===== src/rtl/modbus_defines.svh =====
// constants of the serial slave: timing, codes, register map
`ifndef MODBUS_DEFINES_SVH
`define MODBUS_DEFINES_SVH

// timing in own units
`define CLOCK_HZ        125000000
`define BAUD_BPS        2400
`define CHAR_BITS       11
`define GAP_TENTHS      15

// frame layout
`define POS_ADDR        8'h00
`define POS_FUNC        8'h01
`define POS_REG_HI      8'h02
`define POS_REG_LO      8'h03
`define POS_QTY_HI      8'h04
`define POS_QTY_LO      8'h05
`define POS_BCNT        8'h06
`define POS_DATA_HI     8'h07
`define POS_DATA_LO     8'h08
`define FRAME_MAX       8'hff
`define FRAME_MIN       8'h04
`define LEN_FIXED       8'h08
`define LEN_MULTI_HDR   9'h009

// function and exception codes
`define FN_READ         8'h03
`define FN_WRITE_ONE    8'h06
`define FN_WRITE_MULTI  8'h10
`define EXC_FLAG        8'h80
`define EXC_NONE        8'h00
`define EXC_FUNC        8'h01
`define EXC_ADDR        8'h02
`define EXC_VALUE       8'h03
`define BCAST_ADDR      8'h00

// register map
`define REG_VERSION     16'h0100
`define REG_RESET       16'h0101
`define REG_ADDRESS     16'h0120
`define ADDR_DEFAULT    8'h01
`define ADDR_MIN        16'h0001
`define ADDR_MAX        16'h00f7
`define RESET_MAX       16'h0001
`define MAX_READ        16'h007d
`define MAX_WRITE       16'h007b

// checksum
`define CRC_POLY        16'ha001
`define CRC_INIT        16'hffff
`define CRC_RESIDUE     16'h0000

`endif


===== src/rtl/modbus_pkg.sv =====
// state types of the serial slave
package modbus_pkg;
  typedef enum logic [1:0] {
    RX_IDLE  = 2'b00,
    RX_START = 2'b01,
    RX_DATA  = 2'b10,
    RX_STOP  = 2'b11
  } rx_state_t;

  typedef enum logic [1:0] {
    S_RECV   = 2'b00,
    S_DECIDE = 2'b01,
    S_SEND   = 2'b10,
    S_FINISH = 2'b11
  } slave_state_t;
endpackage


===== src/rtl/uart_byte_rx.sv =====
// serial character receiver, samples at bit centres
`timescale 1ns/10ps
`default_nettype none
module uart_byte_rx #(
  parameter int unsigned BIT_CYCLES = 52083,
  parameter int unsigned CW         = 20
) (
  // clock and reset
  input  wire logic       clock,
  input  wire logic       rst,
  // line
  input  wire logic       rxd,
  // received character
  output logic [7:0]      byte_data,
  output logic            byte_valid,
  output logic            byte_bad
);
  logic                   rx_meta;
  logic                   rx_s;
  modbus_pkg::rx_state_t  state;
  logic [CW-1:0]          cnt;
  logic [2:0]             bits;
  logic [7:0]             shift;

  always_ff @(posedge clock) begin
    rx_meta <= rxd;
    rx_s    <= rx_meta;
  end

  always_ff @(posedge clock) begin
    if (rst) begin
      state      <= modbus_pkg::RX_IDLE;
      cnt        <= '0;
      bits       <= 3'h0;
      shift      <= 8'h00;
      byte_data  <= 8'h00;
      byte_valid <= 1'b0;
      byte_bad   <= 1'b0;
    end else begin
      byte_valid <= 1'b0;
      unique case (state)
        modbus_pkg::RX_IDLE: begin
          if (!rx_s) begin
            cnt   <= CW'(BIT_CYCLES / 2);
            state <= modbus_pkg::RX_START;
          end
        end
        modbus_pkg::RX_START: begin
          if (cnt != '0) begin
            cnt <= cnt - 1'b1;
          end else if (!rx_s) begin
            cnt   <= CW'(BIT_CYCLES - 1);
            bits  <= 3'h0;
            state <= modbus_pkg::RX_DATA;
          end else begin
            state <= modbus_pkg::RX_IDLE;
          end
        end
        modbus_pkg::RX_DATA: begin
          if (cnt != '0) begin
            cnt <= cnt - 1'b1;
          end else begin
            // lsb first
            shift <= {rx_s, shift[7:1]};
            cnt   <= CW'(BIT_CYCLES - 1);
            bits  <= bits + 1'b1;
            if (bits == 3'h7) begin
              state <= modbus_pkg::RX_STOP;
            end
          end
        end
        modbus_pkg::RX_STOP: begin
          if (cnt != '0) begin
            cnt <= cnt - 1'b1;
          end else begin
            byte_data  <= shift;
            byte_valid <= 1'b1;
            byte_bad   <= !rx_s;
            state      <= modbus_pkg::RX_IDLE;
          end
        end
      endcase
    end
  end
endmodule // uart_byte_rx
`default_nettype wire


===== src/rtl/modbus_rtu_sensor_slave.sv =====
// serial slave protocol engine: frame receive, decode, reply
//
// How it works
// Line runs at 2400 bits per second from start-up.
// Character is start bit, eight data bits, no parity, two stop bits.
// Half duplex; device transmits only to answer a request, never concurrently.
// Idle longer than one and a half characters ends a frame.
// Frame is address, function, 0 to 251 payload bytes, checksum.
// Address zero executes as broadcast with no reply.
// Other addresses act only when equal to own address.
// Every reply starts with own slave address.
// Read request: function 0x03, start register, count, high byte first.
// Read reply: 0x03, byte count, register values high byte first.
// Single write request: 0x06, register, value, high byte first.
// Single write reply echoes register and value with fresh checksum.
// Multi write request: 0x10, start, count, byte count, data words.
// Multi write reply: 0x10, start register, count, checksum, no data.
// Failed request answered with function plus 0x80 and exception code.
// Byte count is content length in bytes; zero means none.
// Checksum: CRC-16, reflected poly 0xA001, preset 0xFFFF, lsb first.
// Checksum covers address through last payload byte, data bits only.
// Received checksum is recomputed; a mismatch invalidates the frame.
// Checksum sent low byte first, then high byte.
// Version register returns major high byte, minor low byte.
// Writing one to reset register resets device; only 0 and 1 accepted.
// Own address from settings register 1..247, default 1, applied at reset.
// Frames with bad checksum are dropped silently without any reply.
// Bad function, register or value answered with codes 01, 02, 03.
`include "modbus_defines.svh"
`timescale 1ns/10ps
`default_nettype none
module modbus_rtu_sensor_slave #(
  // bit time from clock rate
  parameter int unsigned BIT_CYCLES    = `CLOCK_HZ / `BAUD_BPS,
  // least gap, rounded up
  parameter int unsigned GAP_CYCLES    =
    (BIT_CYCLES * `CHAR_BITS * `GAP_TENTHS + 9) / 10,
  parameter int unsigned CW            = 20,
  parameter logic [7:0]  VERSION_MAJOR = 8'h01,
  parameter logic [7:0]  VERSION_MINOR = 8'h00
) (
  // clock and reset
  input  wire logic       clock,
  input  wire logic       rst,
  // transceiver
  input  wire logic       rxd,
  output logic            txd,
  output logic            tx_oe_n,
  // device control
  output logic            soft_reset_pulse,
  output logic [7:0]      slave_address
);
  // one byte through the reflected crc
  function automatic logic [15:0] crc_byte(input logic [15:0] crc_in, input logic [7:0] d);
    logic [15:0] c;
    c = crc_in ^ {8'h00, d};
    for (int i = 0; i < 8; i++) begin
      c = c[0] ? ((c >> 1) ^ `CRC_POLY) : (c >> 1);
    end
    return c;
  endfunction

  function automatic logic readable(input logic [15:0] a);
    return (a == `REG_VERSION) || (a == `REG_ADDRESS);
  endfunction

  function automatic logic writable(input logic [15:0] a);
    return (a == `REG_RESET) || (a == `REG_ADDRESS);
  endfunction

  // accepted value ranges
  function automatic logic value_ok(input logic [15:0] a, input logic [15:0] v);
    if (a == `REG_ADDRESS) begin
      return (v >= `ADDR_MIN) && (v <= `ADDR_MAX);
    end
    return v <= `RESET_MAX;
  endfunction

  logic [7:0]                rx_byte;
  logic                      rx_valid;
  logic                      rx_bad;
  modbus_pkg::slave_state_t  state;
  logic [7:0]                rx_count;
  logic [15:0]               rx_crc;
  logic                      frame_bad;
  logic                      frame_done;
  logic [CW-1:0]             gap_cnt;
  logic [7:0]                f_addr;
  logic [7:0]                f_func;
  logic [15:0]               f_reg;
  logic [15:0]               f_qty;
  logic [7:0]                f_bcnt;
  logic [15:0]               f_data;
  logic [7:0]                addr_setting;
  logic                      reset_pending;
  logic                      frame_ok;
  logic [7:0]                next_exc;
  logic [15:0]               wdata;
  logic [7:0]                tx_buf [0:5];
  logic [2:0]                tx_len;
  logic [3:0]                tx_idx;
  logic [15:0]               tx_crc;
  logic [9:0]                tx_shift;
  logic [3:0]                tx_bits;
  logic [CW-1:0]             tx_cnt;
  logic                      send_done;

  uart_byte_rx #(
    .BIT_CYCLES (BIT_CYCLES),
    .CW         (CW)
  ) u_rx (
    .clock      (clock),
    .rst        (rst),
    .rxd        (rxd),
    .byte_data  (rx_byte),
    .byte_valid (rx_valid),
    .byte_bad   (rx_bad)
  );

  // frame acceptance
  always_comb begin
    frame_ok = !frame_bad && (rx_count >= `FRAME_MIN)
      // residue zero when checksum matches
      && (rx_crc == `CRC_RESIDUE)
      // own or broadcast
      && ((f_addr == slave_address) || (f_addr == `BCAST_ADDR));
  end

  // frame assembly and gap detection
  always_ff @(posedge clock) begin
    if (rst || state != modbus_pkg::S_RECV || (frame_done && !frame_ok)) begin
      rx_count   <= 8'h00;
      rx_crc     <= `CRC_INIT;
      frame_bad  <= 1'b0;
      frame_done <= 1'b0;
      gap_cnt    <= '0;
    end else begin
      frame_done <= 1'b0;
      if (rx_valid) begin
        gap_cnt <= '0;
        // longest frame, extra bytes spoil it
        if (rx_count == `FRAME_MAX || rx_bad) begin
          frame_bad <= 1'b1;
        end
        if (rx_count != `FRAME_MAX) begin
          rx_count <= rx_count + 1'b1;
        end
        // data bits only, every byte
        rx_crc <= crc_byte(rx_crc, rx_byte);
      end else if (rx_count != 8'h00) begin
        // end of frame on long idle
        if (gap_cnt == CW'(GAP_CYCLES - 1)) begin
          frame_done <= 1'b1;
          gap_cnt    <= '0;
        end else if (!frame_done) begin
          gap_cnt <= gap_cnt + 1'b1;
        end
      end
    end
  end

  // field capture, high byte first
  always_ff @(posedge clock) begin
    if (rst) begin
      f_addr <= 8'h00;
      f_func <= 8'h00;
      f_reg  <= 16'h0000;
      f_qty  <= 16'h0000;
      f_bcnt <= 8'h00;
      f_data <= 16'h0000;
    end else if (rx_valid && state == modbus_pkg::S_RECV) begin
      case (rx_count)
        `POS_ADDR:    f_addr        <= rx_byte;
        `POS_FUNC:    f_func        <= rx_byte;
        `POS_REG_HI:  f_reg[15:8]   <= rx_byte;
        `POS_REG_LO:  f_reg[7:0]    <= rx_byte;
        `POS_QTY_HI:  f_qty[15:8]   <= rx_byte;
        `POS_QTY_LO:  f_qty[7:0]    <= rx_byte;
        `POS_BCNT:    f_bcnt        <= rx_byte;
        `POS_DATA_HI: f_data[15:8]  <= rx_byte;
        `POS_DATA_LO: f_data[7:0]   <= rx_byte;
        default: ;
      endcase
    end
  end

  // request decode
  always_comb begin
    next_exc = `EXC_NONE;
    wdata    = (f_func == `FN_WRITE_ONE) ? f_qty : f_data;
    unique case (f_func)
      `FN_READ: begin
        if (rx_count != `LEN_FIXED || f_qty == 16'h0000 || f_qty > `MAX_READ) begin
          next_exc = `EXC_VALUE;
        end else if (f_qty != 16'h0001 || !readable(f_reg)) begin
          // no two readable registers are adjacent
          next_exc = `EXC_ADDR;
        end
      end
      `FN_WRITE_ONE: begin
        if (rx_count != `LEN_FIXED) begin
          next_exc = `EXC_VALUE;
        end else if (!writable(f_reg)) begin
          next_exc = `EXC_ADDR;
        end else if (!value_ok(f_reg, wdata)) begin
          next_exc = `EXC_VALUE;
        end
      end
      `FN_WRITE_MULTI: begin
        // byte count must match the words
        if ({1'b0, rx_count} != `LEN_MULTI_HDR + {1'b0, f_bcnt}
            || f_qty == 16'h0000 || f_qty > `MAX_WRITE
            || {8'h00, f_bcnt} != {f_qty[14:0], 1'b0}) begin
          next_exc = `EXC_VALUE;
        end else if (f_qty != 16'h0001 || !writable(f_reg)) begin
          next_exc = `EXC_ADDR;
        end else if (!value_ok(f_reg, wdata)) begin
          next_exc = `EXC_VALUE;
        end
      end
      // unsupported function
      default: next_exc = `EXC_FUNC;
    endcase
  end

  // sequence control
  always_ff @(posedge clock) begin
    if (rst) begin
      state <= modbus_pkg::S_RECV;
    end else begin
      unique case (state)
        modbus_pkg::S_RECV: begin
          // bad frames never leave receive
          if (frame_done && frame_ok) begin
            state <= modbus_pkg::S_DECIDE;
          end
        end
        modbus_pkg::S_DECIDE: begin
          // broadcast sends nothing
          state <= (f_addr == `BCAST_ADDR) ? modbus_pkg::S_FINISH : modbus_pkg::S_SEND;
        end
        modbus_pkg::S_SEND: begin
          if (send_done) begin
            state <= modbus_pkg::S_FINISH;
          end
        end
        modbus_pkg::S_FINISH: state <= modbus_pkg::S_RECV;
      endcase
    end
  end

  // register writes and soft reset
  always_ff @(posedge clock) begin
    if (rst) begin
      addr_setting     <= `ADDR_DEFAULT;
      slave_address    <= `ADDR_DEFAULT;
      reset_pending    <= 1'b0;
      soft_reset_pulse <= 1'b0;
    end else begin
      soft_reset_pulse <= 1'b0;
      if (state == modbus_pkg::S_DECIDE && next_exc == `EXC_NONE && f_func != `FN_READ) begin
        if (f_reg == `REG_ADDRESS) begin
          addr_setting <= wdata[7:0];
        end
        // one triggers, zero is accepted and ignored
        if (f_reg == `REG_RESET && wdata[0]) begin
          reset_pending <= 1'b1;
        end
      end
      // reset after the reply, new address applies
      if (state == modbus_pkg::S_FINISH && reset_pending) begin
        reset_pending    <= 1'b0;
        soft_reset_pulse <= 1'b1;
        slave_address    <= addr_setting;
      end
    end
  end

  // reply assembly
  always_ff @(posedge clock) begin
    if (rst) begin
      tx_len <= 3'h0;
      for (int i = 0; i < 6; i++) begin
        tx_buf[i] <= 8'h00;
      end
    end else if (state == modbus_pkg::S_DECIDE) begin
      // own address first
      tx_buf[0] <= slave_address;
      if (next_exc != `EXC_NONE) begin
        // exception reply
        tx_buf[1] <= f_func | `EXC_FLAG;
        tx_buf[2] <= next_exc;
        tx_len    <= 3'h3;
      end else if (f_func == `FN_READ) begin
        // one register, two bytes
        tx_buf[1] <= f_func;
        tx_buf[2] <= 8'h02;
        tx_buf[3] <= (f_reg == `REG_VERSION) ? VERSION_MAJOR : 8'h00;
        tx_buf[4] <= (f_reg == `REG_VERSION) ? VERSION_MINOR : addr_setting;
        tx_len    <= 3'h5;
      end else begin
        // echo register and value or count
        tx_buf[1] <= f_func;
        tx_buf[2] <= f_reg[15:8];
        tx_buf[3] <= f_reg[7:0];
        tx_buf[4] <= f_qty[15:8];
        tx_buf[5] <= f_qty[7:0];
        tx_len    <= 3'h6;
      end
    end
  end

  // character transmitter
  always_ff @(posedge clock) begin
    if (rst || state != modbus_pkg::S_SEND) begin
      tx_idx    <= 4'h0;
      tx_crc    <= `CRC_INIT;
      tx_shift  <= 10'h3ff;
      tx_bits   <= 4'h0;
      tx_cnt    <= '0;
      txd       <= 1'b1;
      send_done <= 1'b0;
    end else if (tx_bits == 4'h0) begin
      if (tx_idx == {1'b0, tx_len} + 4'h2) begin
        send_done <= 1'b1;
      end else begin
        // start bit now, eight data then two stop
        txd     <= 1'b0;
        tx_bits <= 4'hb;
        tx_cnt  <= CW'(BIT_CYCLES - 1);
        tx_idx  <= tx_idx + 1'b1;
        if (tx_idx < {1'b0, tx_len}) begin
          tx_shift <= {2'b11, tx_buf[tx_idx[2:0]]};
          // crc over address through payload
          tx_crc   <= crc_byte(tx_crc, tx_buf[tx_idx[2:0]]);
        end else if (tx_idx == {1'b0, tx_len}) begin
          // low byte first
          tx_shift <= {2'b11, tx_crc[7:0]};
        end else begin
          tx_shift <= {2'b11, tx_crc[15:8]};
        end
      end
    end else if (tx_cnt != '0) begin
      tx_cnt <= tx_cnt - 1'b1;
    end else begin
      tx_cnt   <= CW'(BIT_CYCLES - 1);
      tx_bits  <= tx_bits - 1'b1;
      txd      <= (tx_bits == 4'h1) ? 1'b1 : tx_shift[0];
      tx_shift <= {1'b1, tx_shift[9:1]};
    end
  end

  // drive the line only while replying
  always_ff @(posedge clock) begin
    if (rst) begin
      tx_oe_n <= 1'b1;
    end else begin
      tx_oe_n <= (state != modbus_pkg::S_SEND);
    end
  end
endmodule // modbus_rtu_sensor_slave
`default_nettype wire


===== config.mk =====
export PLATFORM = sky130hd
export DESIGN_NAME = modbus_rtu_sensor_slave
export DESIGN_NICKNAME = d
export VERILOG_FILES = /design/src/rtl/modbus_pkg.sv /design/src/rtl/uart_byte_rx.sv /design/src/rtl/modbus_rtu_sensor_slave.sv
export VERILOG_INCLUDE_DIRS = /design/src /design/src/rtl
export SDC_FILE = /design/constraint.sdc
export NUM_CORES = 1
export LEC_CHECK = 0
export ABC_AREA = 0
export ABC_CLOCK_PERIOD_IN_PS = 8560
export BUFFER_PORTS_ARGS = -buffer_cell sky130_fd_sc_hd__buf_2
export CAP_MARGIN = 20
export CORE_ASPECT_RATIO = 0.7
export CORE_MARGIN = 2
export CORE_UTILIZATION = 45
export DETAILED_ROUTE_END_ITERATION = 10
export SETUP_SLACK_MARGIN = 0.15
export SYNTH_ARGS = -nofsm -noshare
export SYNTH_HDL_FRONTEND = slang
export SYNTH_SLANG_ARGS = --single-unit

===== constraint.sdc =====
create_clock -name clock -period 8.56 [get_ports clock]
set_input_delay 0.856 -clock clock [delete_from_list [all_inputs] [get_ports clock]]
set_output_delay 0.856 -clock clock [all_outputs]
set_load 0.05 [all_outputs]

==> results.py <==
metrics = {
    "power_and_ir_drop": {
        "p_seq_frac": 0.468,
        "p_sw_mw": 0.8505,
        "ir_drop_mv": 0.1568,
        "combPwrFrac": 0.137,
        "leakage_nw": 5.486,
        "p_clk_frac": 0.395,
        "power.internal_mw": 2.292,
        "power_mw": 3.142,
        "p_per_area_mw_per_mm2": 207.7,
        "p_sw_frac": 0.2706,
    },
    "timing": {
        "rsz0062_at_grt": "no",
        "clock.fmax_mhz": 245.1,
        "worst_pin_slew_ns": 1.028,
        "hold_viol_final": 0,
        "period_share": 0.4765,
        "relSlewSlack": 0.3121,
        "fin_skew_ns": 0.01910,
        "finalCriticalPeriod_ns": 4.079,
        "totalNegativeSetupSlack_ns": 0,
        "holdWs_ns": 0.3291,
        "slew_violations": 0,
        "setup_viol": 0,
    },
    "die": {
        "initial_core_util": 0.4594,
        "dieArea_mm2": 0.03217,
        "core-area_mm2": 0.03011,
        "ios": 14,
        "chipHeight_um": 150.7,
        "rows": 53,
        "dieWidth_um": 213.5,
    },
    "clock_tree": {
        "path_clk_slew_ns": 0.06,
        "cts_resized": 0,
        "cts_made_buffers": 29,
        "max-clock-path-buffers": 3,
        "cts_tree": "done",
        "cts.sinks": 292,
        "htreeDepth": 1,
        "post-cts-setup-buffers": 0,
        "cts-root-buf": "clkbuf_16",
        "hold_buffers": 0,
        "clock_latency_ns": 0.56,
    },
    "cells_and_area": {
        "largest-register": "tx_buf",
        "layout_common_cells": "dfxtp_1 (244), nor2_1 (193), nand2_1 (149), mux2i_1 (101), a21oi_1 (92)",
        "fin_nets": 1514,
        "drive_gt1_frac": 0.07708,
        "largest_reg_flops": 48,
        "fin_area_mm2": 0.01513,
        "syn_to_final_growth_pct": 9.400,
        "layout_commonest_cell": "dfxtp_1",
        "antenna_cells": 0,
        "final_cells": 1917,
    },
    "yosys": {
        "synth.cell_area_mm2": 0.01383,
        "synth_edf_count": 48,
        "netlist_top_cells_area": "dfxtp_1 (35%), edfxtp_1 (10%), mux2i_1 (7.3%)",
        "synthFlopType": "dfxtp_1",
        "async_flop_share": 0,
        "synth-seq-cells": 292,
        "yosys.area.top_type_share": 0.3532,
        "ys_types": 69,
        "syn_inst": 1490,
        "ys_warn_count": 0,
        "yosysTopAreaCell": "dfxtp_1",
        "syn_area_per_cell_um2": 9.282,
        "synth_seq_area_share": 0.4574,
    },
    "detailed_routing": {
        "drcViolationCount": 0,
        "drt_iter0_drc": 838,
        "ant_nets": 0,
        "wl_per_cell_um": 16.86,
        "vias": 10469,
        "drt_pass1_iterations": 5,
        "via_per_inst": 5.461,
        "drt_wl_total_um": 32320,
    },
    "global_route": {
        "antenna_found_initial": 0,
        "grt_pass1_wl_um": 51790,
        "grt-ovfl-total": 0,
        "grt_pass1_vias": 9400,
        "grt_max_degree": 97,
        "track_usage": 0.2033,
    },
    "placed_design": {
        "dp_hpwl_um": 21800,
        "place.gp.congestion": 0.8001,
        "placed_area_mm2": 0.01421,
        "placed_cells": 1863,
        "io_buffers": 13,
    },
    "hold_path": {
        "hold_class": "reg -> reg",
        "whs_path_depth": 0,
    },
    "run": {
        "cap_violations": 0,
    },
    "critical_path": {
        "critPathLaunchType": "flip-flop",
        "cp-end-kind": "flip-flop",
        "reg2regPathDepth": 8,
        "cp_max_fo": 16,
        "arrival_ns": 4.26,
        "required_ns": 8.74,
        "crit_type": "reg -> reg",
    },
    "status": {
        "outcome": "finished, final reports clean",
    },
}
## power groups by stage
stage               sequential, mW  combinational (mW)  clock [mW]
floorplan                     1.49               0.339           0
global placement              1.50               0.422           0
detailed placement            1.50               0.429           0
CTS                           1.47               0.431        1.27
global route                  1.47               0.488        1.33
finish                        1.47               0.431        1.24
## stage by stage
step                      worst slack, ns    util
after CTS                           4.487  0.5025
final                               4.481  0.5025
after detailed placement            4.511  0.4721
after floorplan                     5.305       -
after global placement              4.620  0.4717
after global routing                4.204  0.5025
## metal layers
layer / vias up / routed length [um] / track usage
li1: 5195 / - / -
met1: 4992 / 17210 / 0.3287
met2: 239 / 12900 / 0.2808
met3: 43 / 1739 / 0.03066
met4: 0 / 464 / 0.03889
met5: - / 0 / 0
## layout make-up
cell class | instances | area [um2]
fillers | 2867 | 14980
multi-input cells | 1101 | 7082
clock buffers | 38 | 779.5
inverters | 32 | 120.1
repair buffers | 26 | 168.9
well taps | 412 | 515.5
flip-flops and latches | 292 | 6326
clock inverters | 16 | 137.6
## cells in the mapped netlist (34+ instances only)
cell	number
nand3_1	46
nor2_1	193
a21oi_1	92
xnor2_1	76
and2_1	34
nor3_1	36
edfxtp_1	48
mux2i_1	101
o21ai_0	54
clkbuf_1	63
nand2_1	149
dfxtp_1	244
## cells by family after synthesis
group / synth area share
mux: 0.09916
buf+inv: 0.03393
compound gates: 0.09970
fa+ha+maj: 0.02624
simple gates: 0.2116
xor+xnor: 0.07165
flops: 0.4574
other cells: 0.0002712
## worst max-delay path, stage by stage, from the launching register on
cell	delay, ns
dfxtp_1	0.32
nor4_1	0.52
nand4b_1	0.70
nor3b_1	0.41
a2bb2oi_1	0.14
or4_4	0.55
a21oi_1	0.28
nor2b_1	0.21
a21o_1	0.55
## path summary, 6_finish.rpt
kind / from / end / slack [ns]
worst max-delay path: f_func[3] / tx_buf[4][7] / 4.48
worst min-delay path: u_rx.rx_meta / u_rx.rx_s / 0.33
worst max register to register: f_func[3] / tx_buf[4][7] / 4.48
worst min register to register: u_rx.rx_meta / u_rx.rx_s / 0.33
(Power assumes the default switching activity.)
